<file path="config.mk">
export PLATFORM = sky130hd
export DESIGN_NAME = qaid_top
export DESIGN_NICKNAME = d
export VERILOG_FILES = /design/src/hdl/qaid_pkg.sv /design/src/hdl/qaid_scale_if.sv /design/src/hdl/qaid_scale.sv /design/src/hdl/qaid_top.sv
export SDC_FILE = /design/constraint.sdc
export NUM_CORES = 2
export LEC_CHECK = 0
export BUFFER_PORTS_ARGS = -buffer_cell sky130_fd_sc_hd__buf_2
export CAP_MARGIN = 10
export CORE_UTILIZATION = 41
export CTS_BUF_LIST = sky130_fd_sc_hd__clkbuf_8
export DETAILED_ROUTE_END_ITERATION = 16
export MAX_ROUTING_LAYER = met4
export PLACE_DENSITY_LB_ADDON = 0.3
export SLEW_MARGIN = 20
export SYNTH_ARGS = -nofsm -noshare
export SYNTH_HDL_FRONTEND = slang
export SYNTH_HIERARCHICAL = 1
export SYNTH_SLANG_ARGS = --single-unit
</file>
<file path="constraint.sdc">
create_clock -name core_clk_in -period 15.68 [get_ports core_clk_in]
set_input_delay 1.568 -clock core_clk_in [delete_from_list [all_inputs] [get_ports core_clk_in]]
set_output_delay 1.568 -clock core_clk_in [all_outputs]
set_load 0.005 [all_outputs]
</file>
<file path="src/hdl/qaid_pkg.sv">
// constants of the quad analog input readout and its diagnostic record
// assumes a single 100 MHz core clock
package qaid_pkg;
   // ----------------------------------------------------------------
   // clocking
   // ----------------------------------------------------------------
   localparam int unsigned CLK_HZ = 100_000_000; // core clock rate
   localparam int unsigned TICK_US = 1; // ticker resolution in us
   localparam int unsigned TICK_CYC = CLK_HZ / 1_000_000 * TICK_US;

   // ----------------------------------------------------------------
   // function codes
   // ----------------------------------------------------------------
   localparam logic [7:0] FN_FMT_A = 8'h10; // 10 V reads 27648
   localparam logic [7:0] FN_FMT_B = 8'h20; // 10 V reads 16384
   localparam logic [7:0] FN_OFF = 8'hFF; // channel deactivated
   localparam logic [7:0] FN_RESET = 8'h10; // function code after reset

   // ----------------------------------------------------------------
   // scaling: value = (millivolts * gain) >>> 16
   // ----------------------------------------------------------------
   // gains rounded up: a floored product must land 10 V on its code
   localparam logic signed [18:0] GAIN_A = 19'sh2C3CA; // 27648/10000
   localparam logic signed [18:0] GAIN_B = 19'sh1A36F; // 16384/10000
   localparam logic signed [15:0] MAX_A = 16'sh7EFF; // overrange top
   localparam logic signed [15:0] MIN_A = 16'shED00; // underrange bottom
   localparam logic signed [15:0] MAX_B = 16'sh5000;
   localparam logic signed [15:0] MIN_B = 16'shF333;

   // ----------------------------------------------------------------
   // access paths and addresses
   // ----------------------------------------------------------------
   localparam logic [1:0] PATH_RECORD = 2'h0; // record number path
   localparam logic [1:0] PATH_INDEX = 2'h1; // object index path
   localparam logic [1:0] PATH_SUB = 2'h2; // index plus subindex path
   localparam logic [15:0] REC_DIAG_SHORT = 16'h0000;
   localparam logic [15:0] REC_DIAG_FULL = 16'h0001;
   localparam logic [15:0] REC_FN_BASE = 16'h0080;
   localparam logic [15:0] IDX_DIAG_SHORT = 16'h2F00;
   localparam logic [15:0] IDX_DIAG_FULL = 16'h2F01;
   localparam logic [15:0] IDX_FN_BASE = 16'h3100;
   localparam logic [15:0] IDX_SUB_DIAG = 16'h5005;
   localparam logic [7:0] SUB_FN_BASE = 8'h01; // first function subindex
   localparam logic [7:0] SUB_DIAG_BASE = 8'h02; // subindex of byte 0
   localparam int unsigned SHORT_LEN = 4; // bytes of the short record
   localparam int unsigned DIAG_LEN = 20; // bytes of the full record

   // ----------------------------------------------------------------
   // record byte positions and constant bytes
   // ----------------------------------------------------------------
   localparam int unsigned BY_SUMMARY = 0;
   localparam int unsigned BY_MODINFO = 1;
   localparam int unsigned BY_INTERNAL = 3;
   localparam int unsigned BY_KIND = 4;
   localparam int unsigned BY_NBITS = 5;
   localparam int unsigned BY_NCH = 6;
   localparam int unsigned BY_CHSUM = 7;
   localparam int unsigned BY_CH0 = 8;
   localparam int unsigned BY_TS = 16; // timestamp, msb first
   localparam logic [7:0] MODINFO_VAL = 8'h15; // analog, chan info
   localparam logic [7:0] KIND_VAL = 8'h71; // analog input
   localparam logic [7:0] NBITS_VAL = 8'h08;
   localparam logic [7:0] NCH_VAL = 8'h04;

   // ----------------------------------------------------------------
   // bit positions
   // ----------------------------------------------------------------
   localparam int unsigned SUM_FAIL = 0;
   localparam int unsigned SUM_INT = 1;
   localparam int unsigned SUM_EXT = 2;
   localparam int unsigned SUM_CHAN = 3;
   localparam int unsigned SUM_AUX = 4;
   localparam int unsigned SUM_PARAM = 7;
   localparam int unsigned INT_OVFL = 3;
   localparam int unsigned INT_COMM = 4;
   localparam int unsigned CH_PARAM = 0;
   localparam int unsigned CH_UNDER = 6;
   localparam int unsigned CH_OVER = 7;
endpackage

</file>
<file path="src/hdl/qaid_scale_if.sv">
// bundle between the readout top and one channel scaler
// assumes both ends sit on the same core clock
`timescale 1ns/100ps
interface qaid_scale_if;
   logic [7:0] fn_code; // channel function select
   logic sample_stb; // new sample present
   logic signed [15:0] sample_mv; // sample in millivolts
   logic signed [15:0] value; // scaled value
   logic over; // measuring range overflow
   logic under; // measuring range underflow
   logic param_err; // unknown function code

   // top side drives code and samples
   modport top (
      output fn_code, sample_stb, sample_mv,
      input value, over, under, param_err
   );
   // scaler side answers with value and flags
   modport scaler (
      input fn_code, sample_stb, sample_mv,
      output value, over, under, param_err
   );
endinterface

</file>
<file path="src/hdl/qaid_scale.sv">
// one channel scaler: millivolts to the selected signed encoding
// assumes samples arrive as one-cycle strobes on the core clock
`timescale 1ns/100ps
module qaid_scale (
   input wire logic core_clk_in, // core clock
   input wire logic rst_in, // synchronous reset, high
   qaid_scale_if.scaler sif // code, sample and answer
);
   // ----------------------------------------------------------------
   // gain and limits per function code
   // ----------------------------------------------------------------
   logic signed [18:0] gain; // selected gain
   logic signed [15:0] lim_hi; // selected upper limit
   logic signed [15:0] lim_lo; // selected lower limit
   logic known; // code measures
   logic signed [34:0] prod; // full product
   logic signed [18:0] raw; // scaled, before clamp

   // pick encoding from the function code
   always_comb begin
      gain = qaid_pkg::GAIN_A;
      lim_hi = qaid_pkg::MAX_A;
      lim_lo = qaid_pkg::MIN_A;
      known = 1'b1;
      case (sif.fn_code)
         qaid_pkg::FN_FMT_A: begin
            gain = qaid_pkg::GAIN_A;
         end
         qaid_pkg::FN_FMT_B: begin
            gain = qaid_pkg::GAIN_B;
            lim_hi = qaid_pkg::MAX_B;
            lim_lo = qaid_pkg::MIN_B;
         end
         default: begin
            known = 1'b0; // off or unknown
         end
      endcase
   end

   // linear scale, zero volts gives zero
   assign prod = 35'(sif.sample_mv * gain);
   assign raw = prod[34:16];

   // ----------------------------------------------------------------
   // value register with clamp and range flags
   // ----------------------------------------------------------------
   always_ff @(posedge core_clk_in) begin
      if (rst_in) begin
         sif.value <= 16'sh0000;
         sif.over <= 1'b0;
         sif.under <= 1'b0;
      end else if (!known) begin
         // deactivated or bad code: no measurement
         sif.value <= 16'sh0000;
         sif.over <= 1'b0;
         sif.under <= 1'b0;
      end else if (sif.sample_stb) begin
         if (raw > 19'(lim_hi)) begin
            sif.value <= lim_hi;
            sif.over <= 1'b1;
            sif.under <= 1'b0;
         end else if (raw < 19'(lim_lo)) begin
            sif.value <= lim_lo;
            sif.over <= 1'b0;
            sif.under <= 1'b1;
         end else begin
            sif.value <= raw[15:0];
            sif.over <= 1'b0;
            sif.under <= 1'b0;
         end
      end
   end

   // unknown code is a parameter error, off is not
   always_ff @(posedge core_clk_in) begin
      if (rst_in) begin
         sif.param_err <= 1'b0;
      end else begin
         sif.param_err <= !known && (sif.fn_code != qaid_pkg::FN_OFF);
      end
   end
endmodule // qaid_scale

</file>
<file path="src/hdl/qaid_top.sv">
// quad analog input readout: scaling, diagnostic record, access port
// assumes one 100 MHz clock; status pins are asynchronous
// What this block does
// - code 10h: 10 V reads 27648
// - code 10h clamps at 7EFFh and ED00h
// - code 20h: 10 V reads 16384
// - code 20h clamps at 5000h and F333h
// - code FFh deactivates the channel
// - channel errors light channel indicator and record
// - no interrupt; record read only
// - record 01h full, 00h first four
// - index 2F01h full, 2F00h first four
// - index 5005h, one subindex per byte
// - summary byte flag bits 0-4, 7
// - internal byte: overflow bit 3, comms 4
// - channel kind reads 71h
// - diagnostic bits per channel reads 08h
// - channel count reads 04h
// - channel byte: param 0, under 6, over 7
// - free running 32-bit microsecond counter
// - latch counter on each diagnostic event
`timescale 1ns/100ps
module qaid_top #(
   parameter int unsigned NCH = 4 // channel count
) (
   input wire logic core_clk_in, // core clock
   input wire logic rst_in, // synchronous reset, high
   input wire logic sample_stb_in, // conversion done pulse
   input wire logic [NCH*16-1:0] sample_mv_in, // mv per channel
   input wire logic module_fail_in, // module failure pin
   input wire logic aux_missing_in, // aux supply missing pin
   input wire logic diag_ovfl_in, // diag buffer overflow pin
   input wire logic comm_err_in, // internal comms error pin
   input wire logic req_valid_in, // access request
   input wire logic req_write_in, // request is a write
   input wire logic [1:0] req_path_in, // record, index, subindex
   input wire logic [15:0] req_addr_in, // record number or index
   input wire logic [7:0] req_sub_in, // byte offset or subindex
   input wire logic [7:0] req_wdata_in, // write byte
   output logic rsp_valid_out, // answer pulse
   output logic [7:0] rsp_data_out, // read byte
   output logic rsp_err_out, // unmapped or refused
   output logic [NCH*16-1:0] value_out, // scaled values
   output logic [NCH-1:0] chan_led_out, // channel error indicators
   output logic module_led_out // module error indicator
);
   // ----------------------------------------------------------------
   // pin synchronisers
   // ----------------------------------------------------------------
   logic [3:0] pin_s1_r; // first stage, read only by stage two
   logic [3:0] pin_s2_r; // usable pin levels

   // two flops per asynchronous status pin
   always_ff @(posedge core_clk_in) begin
      if (rst_in) begin
         pin_s1_r <= 4'h0;
         pin_s2_r <= 4'h0;
      end else begin
         pin_s1_r <= {comm_err_in, diag_ovfl_in, aux_missing_in,
                      module_fail_in};
         pin_s2_r <= pin_s1_r;
      end
   end

   // ----------------------------------------------------------------
   // microsecond ticker
   // ----------------------------------------------------------------
   localparam logic [7:0] TICK_LAST = 8'(qaid_pkg::TICK_CYC - 1);
   logic [7:0] div_r; // cycle divider
   logic tick; // one-cycle enable per microsecond
   logic [31:0] us_r; // microsecond counter

   assign tick = (div_r == TICK_LAST);

   // divide core clock down to a microsecond enable
   always_ff @(posedge core_clk_in) begin
      if (rst_in || tick) begin
         div_r <= 8'h00;
      end else begin
         div_r <= div_r + 8'h01;
      end
   end

   // counter starts at zero and wraps after all ones
   always_ff @(posedge core_clk_in) begin
      if (rst_in) begin
         us_r <= 32'h0000_0000;
      end else if (tick) begin
         us_r <= us_r + 32'h0000_0001;
      end
   end

   // ----------------------------------------------------------------
   // function select and channel scalers
   // ----------------------------------------------------------------
   logic [7:0] fn_r [NCH]; // channel_function_select per channel
   logic [NCH-1:0] fn_wr; // write strobe per channel
   logic [7:0] ch_err [NCH]; // chanN_error_flags
   logic [NCH-1:0] ch_any; // channel has any flag

   genvar g;
   generate
      for (g = 0; g < NCH; g++) begin : g_ch
         qaid_scale_if sif ();

         assign sif.fn_code = fn_r[g];
         assign sif.sample_stb = sample_stb_in;
         assign sif.sample_mv = sample_mv_in[g*16 +: 16];

         qaid_scale u_scale (
            .core_clk_in (core_clk_in),
            .rst_in (rst_in),
            .sif (sif.scaler)
         );

         // hold function code, reset to default
         always_ff @(posedge core_clk_in) begin
            if (rst_in) begin
               fn_r[g] <= qaid_pkg::FN_RESET;
            end else if (fn_wr[g]) begin
               fn_r[g] <= req_wdata_in;
            end
         end

         // per-channel error byte, unused bits zero
         always_comb begin
            ch_err[g] = 8'h00;
            ch_err[g][qaid_pkg::CH_PARAM] = sif.param_err;
            ch_err[g][qaid_pkg::CH_UNDER] = sif.under;
            ch_err[g][qaid_pkg::CH_OVER] = sif.over;
         end

         assign ch_any[g] = |ch_err[g];
         assign value_out[g*16 +: 16] = sif.value;
      end
   endgenerate

   // ----------------------------------------------------------------
   // diagnostic flags
   // ----------------------------------------------------------------
   logic [7:0] summary; // diag_summary_flags
   logic [7:0] internal; // diag_internal_flags
   logic [7:0] ch_sum; // channel_error_summary
   logic param_any; // any channel parameter error
   logic range_any; // any channel range error

   // collect channel-level causes
   always_comb begin
      param_any = 1'b0;
      range_any = 1'b0;
      ch_sum = 8'h00;
      for (int i = 0; i < NCH; i++) begin
         param_any = param_any | ch_err[i][qaid_pkg::CH_PARAM];
         range_any = range_any | ch_err[i][qaid_pkg::CH_UNDER]
                     | ch_err[i][qaid_pkg::CH_OVER];
         ch_sum[i] = ch_any[i];
      end
   end

   // internal byte, reserved bits zero
   always_comb begin
      internal = 8'h00;
      internal[qaid_pkg::INT_OVFL] = pin_s2_r[2];
      internal[qaid_pkg::INT_COMM] = pin_s2_r[3];
   end

   // summary byte, bits 6 and 5 stay zero
   always_comb begin
      summary = 8'h00;
      summary[qaid_pkg::SUM_FAIL] = pin_s2_r[0];
      summary[qaid_pkg::SUM_INT] = |internal;
      summary[qaid_pkg::SUM_EXT] = pin_s2_r[1] | range_any;
      summary[qaid_pkg::SUM_CHAN] = |ch_any;
      summary[qaid_pkg::SUM_AUX] = pin_s2_r[1];
      summary[qaid_pkg::SUM_PARAM] = param_any;
   end

   // ----------------------------------------------------------------
   // event timestamp
   // ----------------------------------------------------------------
   localparam int unsigned FLAG_W = 24 + 8 * NCH; // watched flag bits
   logic [FLAG_W-1:0] flags; // all record flags
   logic [FLAG_W-1:0] flags_prev_r; // flags one cycle ago
   logic [31:0] stamp_r; // diag_timestamp_us

   always_comb begin
      flags = {summary, internal, ch_sum, {FLAG_W-24{1'b0}}};
      for (int i = 0; i < NCH; i++) begin
         flags[i*8 +: 8] = ch_err[i];
      end
   end

   // a newly raised flag is an event
   always_ff @(posedge core_clk_in) begin
      if (rst_in) begin
         flags_prev_r <= '0;
         stamp_r <= 32'h0000_0000;
      end else begin
         flags_prev_r <= flags;
         if (|(flags & ~flags_prev_r)) begin
            stamp_r <= us_r;
         end
      end
   end

   // ----------------------------------------------------------------
   // indicators
   // ----------------------------------------------------------------
   // channel indicator on any error of that channel
   always_ff @(posedge core_clk_in) begin
      if (rst_in) begin
         chan_led_out <= '0;
         module_led_out <= 1'b0;
      end else begin
         chan_led_out <= ch_any;
         module_led_out <= |summary;
      end
   end

   // ----------------------------------------------------------------
   // diagnostic record image
   // ----------------------------------------------------------------
   logic [7:0] rec [qaid_pkg::DIAG_LEN]; // record bytes

   // assemble record; spare bytes read zero
   always_comb begin
      for (int i = 0; i < qaid_pkg::DIAG_LEN; i++) begin
         rec[i] = 8'h00;
      end
      rec[qaid_pkg::BY_SUMMARY] = summary;
      rec[qaid_pkg::BY_MODINFO] = qaid_pkg::MODINFO_VAL;
      rec[qaid_pkg::BY_INTERNAL] = internal;
      rec[qaid_pkg::BY_KIND] = qaid_pkg::KIND_VAL;
      rec[qaid_pkg::BY_NBITS] = qaid_pkg::NBITS_VAL;
      rec[qaid_pkg::BY_NCH] = qaid_pkg::NCH_VAL;
      rec[qaid_pkg::BY_CHSUM] = ch_sum;
      for (int i = 0; i < NCH; i++) begin
         rec[qaid_pkg::BY_CH0 + i] = ch_err[i];
      end
      for (int i = 0; i < 4; i++) begin
         rec[qaid_pkg::BY_TS + i] = stamp_r[31 - 8*i -: 8];
      end
   end

   // ----------------------------------------------------------------
   // access decode
   // ----------------------------------------------------------------
   logic diag_hit; // request addresses the record
   logic [7:0] diag_len; // bytes visible on that path
   logic [7:0] diag_byte; // byte offset inside record
   logic fn_hit; // request addresses a function code
   logic [7:0] fn_sel; // channel of that function code

   // decode path, address and byte into record or function select
   always_comb begin
      diag_hit = 1'b0;
      diag_len = 8'(qaid_pkg::DIAG_LEN);
      diag_byte = req_sub_in;
      fn_hit = 1'b0;
      fn_sel = 8'h00;
      case (req_path_in)
         qaid_pkg::PATH_RECORD: begin
            diag_hit = (req_addr_in == qaid_pkg::REC_DIAG_FULL)
                       || (req_addr_in == qaid_pkg::REC_DIAG_SHORT);
            if (req_addr_in == qaid_pkg::REC_DIAG_SHORT) begin
               diag_len = 8'(qaid_pkg::SHORT_LEN);
            end
            fn_sel = 8'(req_addr_in - qaid_pkg::REC_FN_BASE);
            fn_hit = (req_addr_in >= qaid_pkg::REC_FN_BASE)
                     && (fn_sel < 8'(NCH)) && (req_sub_in == 8'h00);
         end
         qaid_pkg::PATH_INDEX: begin
            diag_hit = (req_addr_in == qaid_pkg::IDX_DIAG_FULL)
                       || (req_addr_in == qaid_pkg::IDX_DIAG_SHORT);
            if (req_addr_in == qaid_pkg::IDX_DIAG_SHORT) begin
               diag_len = 8'(qaid_pkg::SHORT_LEN);
            end
            fn_sel = 8'(req_addr_in - qaid_pkg::IDX_FN_BASE);
            fn_hit = (req_addr_in >= qaid_pkg::IDX_FN_BASE)
                     && (fn_sel < 8'(NCH)) && (req_sub_in == 8'h00);
         end
         qaid_pkg::PATH_SUB: begin
            // one subindex per record byte
            diag_hit = (req_addr_in == qaid_pkg::IDX_SUB_DIAG)
                       && (req_sub_in >= qaid_pkg::SUB_DIAG_BASE);
            diag_byte = req_sub_in - qaid_pkg::SUB_DIAG_BASE;
            fn_sel = req_sub_in - qaid_pkg::SUB_FN_BASE;
            fn_hit = (req_addr_in == qaid_pkg::IDX_FN_BASE)
                     && (req_sub_in >= qaid_pkg::SUB_FN_BASE)
                     && (fn_sel < 8'(NCH));
         end
         default: begin
            diag_hit = 1'b0; // no such path
         end
      endcase
      diag_hit = diag_hit && (diag_byte < diag_len);
   end

   // function select takes writes; record is read only
   always_comb begin
      fn_wr = '0;
      if (req_valid_in && req_write_in && fn_hit) begin
         fn_wr[fn_sel[1:0]] = 1'b1;
      end
   end

   // ----------------------------------------------------------------
   // answer register
   // ----------------------------------------------------------------
   // one answer per request, the cycle after it is taken
   always_ff @(posedge core_clk_in) begin
      if (rst_in) begin
         rsp_valid_out <= 1'b0;
         rsp_data_out <= 8'h00;
         rsp_err_out <= 1'b0;
      end else begin
         rsp_valid_out <= req_valid_in;
         rsp_data_out <= 8'h00;
         rsp_err_out <= 1'b0;
         if (req_valid_in) begin
            if (fn_hit) begin
               rsp_data_out <= req_write_in ? 8'h00 : fn_r[fn_sel[1:0]];
            end else if (diag_hit && !req_write_in) begin
               rsp_data_out <= rec[diag_byte[4:0]];
            end else begin
               rsp_err_out <= 1'b1; // unmapped access or write to record refused
            end
         end
      end
   end
endmodule // qaid_top

</file>
==> out/summary.txt <==
Run status = completed
Io pins = 186
Via density = 5.20
Average cell area after synthesis = 8.93 um2
Arrival @ worst endpoint = 11,290 ps
Count of hold-fix buffers inserted at cts = 0
Clock latency on the worst-skew pair = 610 ps
Post-detailed-route wirelength per cell = 17.6 um
TritonCTS clock tree = done
Number of violations of the max-capacitance limit = 0
Vertical die dimension = 326 um
Reg2reg path depth = 37
Floorplan die area = 106,000 um2
Deepest clock path buffer count = 3
Post-synthesis adder-cell area fraction = 0.482
Buffers plus inverters on the worst setup path = 7
Maximum fanout count along the critical path = 34
Logic depth of the worst path, buffers included = 37
Std-Cell Rows = 118
Flip-flop and latch count after synthesis = 223
Largest cells by area after synthesis = fa_1 (28%), ha_1 (20%), inv_1 (9.6%), dfxtp_1 (8.9%), nor2_1 (2.7%)
Dominant combinational cell family by area after synthesis = adder cells
Setup skew after layout = 38.4 ps
Number of vias in the routed layout = 33,100
Mux share of post-synthesis cell area = 0.0242
Worst setup path endpoint = g_ch[0].u_scale/sif.value[0]$_SDFFE_PP0P_
Most common cell after layout, fill and taps aside = inv_1
Violation count after the first detailed-routing iteration = 2,074
Fraction of the mapped netlist area in simple logic gates = 0.130
Final critical-path required period = 10,760 ps
Global routing usage summed across all routing layers = 0.222
Largest area contributor in the netlist = fa_1
Compound-cell area share of the yosys netlist = 0.118
EDFF count, synth = 32
Layout cells sized above 1 = 0.0757
Synthesized cell area = 43,000 um2
HPWL reported at the end of detailed placement = 96,800 um
Start point of the critical path = fn_r[0][1]$_SDFFCE_PN0P_
Count of port buffers added during placement = 185
Post-synthesis xor/xnor area fraction = 0.0234
Yosys warns = 6
Starting density of the core = 0.414
GR Overflow Total = 0
Top layer in use = met4
Core area = 104,000 um2
RSZ-0062 raised after global routing = no
Clk pin slew, worst setup/hold paths = 60 ps
Endpoints failing setup = 0
Cts repair resizes = 0
Buffer cell driving the clock tree root = clkbuf_8
Crit path required time = 16,210 ps
Setup Total Neg Slack = 0 ps
Synthesized netlist cell count = 4,812
Family with the most delay on the worst path = adder cells
Chip width = 326 um
Slowest-stage cell, CP = o41ai_4
Kind of capture point of the worst setup path = flip-flop
Area growth syn-to-layout = 7.41%
Drc violations = 0
Max Slew Vio Count = 0
Largest net degree at the start of global routing = 53
Hold WC Path Type = flip-flop to flip-flop
Crit path kind = flip-flop to flip-flop
Netlist cell types = 126
H-tree lvl count = 2
Total Nets Final = 6,358
Leading cell types in the layout, fill and taps excluded = inv_1 (1,110), ha_1 (696), fa_1 (600)
Iteration count of the initial detailed-routing pass = 5
Routability congestion estimate = 0.909
Post-synthesis async set-or-reset flop share = 0
Met1 routed wirelength after detailed routing = 54,500 um
Slack of the worst reg-to-reg path = 4920 ps
First-pass GRT wire length = 184,000 um
Startpoint of the worst register-to-register path = fn_r[0][1]$_SDFFCE_PN0P_
Number of global-route vias before repair = 33,900
Wire length reported by the detailed router = 112,000 um
Highest achievable clock rate = 0.0929 GHz
Critical Path Max Stage Delay = 660 ps
TritonCTS Sinks = 223
Endpoint of the most critical register-to-register path = g_ch[0].u_scale/sif.value[0]$_SDFFE_PP0P_
Most common flop cell mapped by yosys = dfxtp_1
Met3 wire len = 5290 um
Fill count = 10,300
Tightest Pin Transition = 1100 ps
Proportion of synthesized chip area in sequential cells = 0.111
Normalized max-slew margin = 0.266
Number of setup buffers added after CTS = 0
Antenna violations before repair = 5
Routed Antenna Nets = 0
Critical path startpoint category = flip-flop
Number of failing hold endpoints at the final stage = 0
Metal2 WL = 50,500 um
Share of the clock period used by the worst path after layout = 0.686
Fraction of synthesized cell area taken by the top area cell type = 0.279
Number of buffers added by the clock tree synthesis step = 40
## worst reg2reg max path, delay by kind of cell, from the launching register on
| family | cells | cell delay (ps) |
|---|---|---|
| fa+ha+maj | 8 | 3430 |
| simple gates | 12 | 3320 |
| compound gates | 9 | 2190 |
| buf+inv | 7 | 980 |
| flops | 1 | 430 |
| xor+xnor | 1 | 350 |
## logic make-up (layout without fill, tap and decap cells)
| logic type | count (synthesis) | after routing |
|---|---|---|
| simple gates | 1108 | 1108 |
| xor+xnor | 113 | 113 |
| fa+ha+maj | 1296 | 1296 |
| other cells | 8 | 38 |
| compound gates | 736 | 736 |
| flops | 223 | 223 |
| mux | 89 | 89 |
| buf+inv | 1239 | 1381 |
## area by class of cell
type / count / area [um2] / area share
timing repair buffer: 207 / 1090 / 0.0237
multi-input combinational: 3378 / 33600 / 0.728
inverter: 1105 / 4150 / 0.0898
antenna: 2 / 5.00 / 0.000108
clock buffer: 49 / 674 / 0.0146
clock inverter: 20 / 143 / 0.00309
sequential: 223 / 4780 / 0.104
tap: 1380 / 1730 / 0.0374
## sequential cells by signal, indices dropped and copies added (netlist names), 4 cells and up
signal,cells
g_ch.u_scale/sif.value,64
fn_r,32
stamp_r,32
us_r,32
flags_prev_r,24
div_r,8
rsp_data_out,8
g_ch.u_scale/sif.over,4
g_ch.u_scale/sif.param_err,4
g_ch.u_scale/sif.under,4
pin_s1_r,4
pin_s2_r,4
## worst min-delay path by stage
stage                                       from                      to  cells after the start
after detailed placement  pin_s1_r[0]$_SDFF_PP0_  pin_s2_r[0]$_SDFF_PP0_                      1
after global routing      pin_s1_r[3]$_SDFF_PP0_  pin_s2_r[3]$_SDFF_PP0_                      1
after floorplan           pin_s1_r[0]$_SDFF_PP0_  pin_s2_r[0]$_SDFF_PP0_                      1
after global placement    pin_s1_r[1]$_SDFF_PP0_  pin_s2_r[1]$_SDFF_PP0_                      1
final                     pin_s1_r[3]$_SDFF_PP0_  pin_s2_r[3]$_SDFF_PP0_                      1
after CTS                 pin_s1_r[1]$_SDFF_PP0_  pin_s2_r[1]$_SDFF_PP0_                      1
## routing by layer
| metal | vias to the layer above | GRT usage |
|---|---|---|
| li1 | 16100 | - |
| met1 | 16200 | 0.316 |
| met2 | 744 | 0.342 |
| met3 | 79 | 0.0247 |
| met4 | 0 | 0.0365 |
| met5 | - | - |
## cell usage after synthesis, types with 27 or more instances
cell type / n
nand3_1: 97
a21oi_1: 200
nand2b_1: 43
o2bb2ai_1: 38
and3_1: 29
inv_1: 1102
dfxtp_1: 191
nor2b_1: 39
edfxtp_1: 32
o211ai_1: 27
o21ai_0: 127
xor2_1: 51
fa_1: 600
mux2i_1: 70
nor2_1: 307
clkbuf_1: 105
o21a_1: 33
nor3_1: 72
a21o_1: 43
nand4_1: 84
xnor2_1: 60
nand2_1: 268
and2_1: 31
ha_1: 696
## metrics by stage
step	cells	cell area [um2]	worst slack [ps]	utilization	hold WS [ps]
after floorplan	4840	43100	6230	-	414
after global placement	6293	45300	5070	0.437	437
after detailed placement	6293	45300	5000	0.437	432
after CTS	6362	46200	4990	0.445	452
after global routing	6364	46200	4300	0.445	461
final	6364	46200	4920	0.445	447
Power is left out: the tool's default activity adds up to more than one toggle a clock period on the data nets, which glitch-free logic cannot reach.
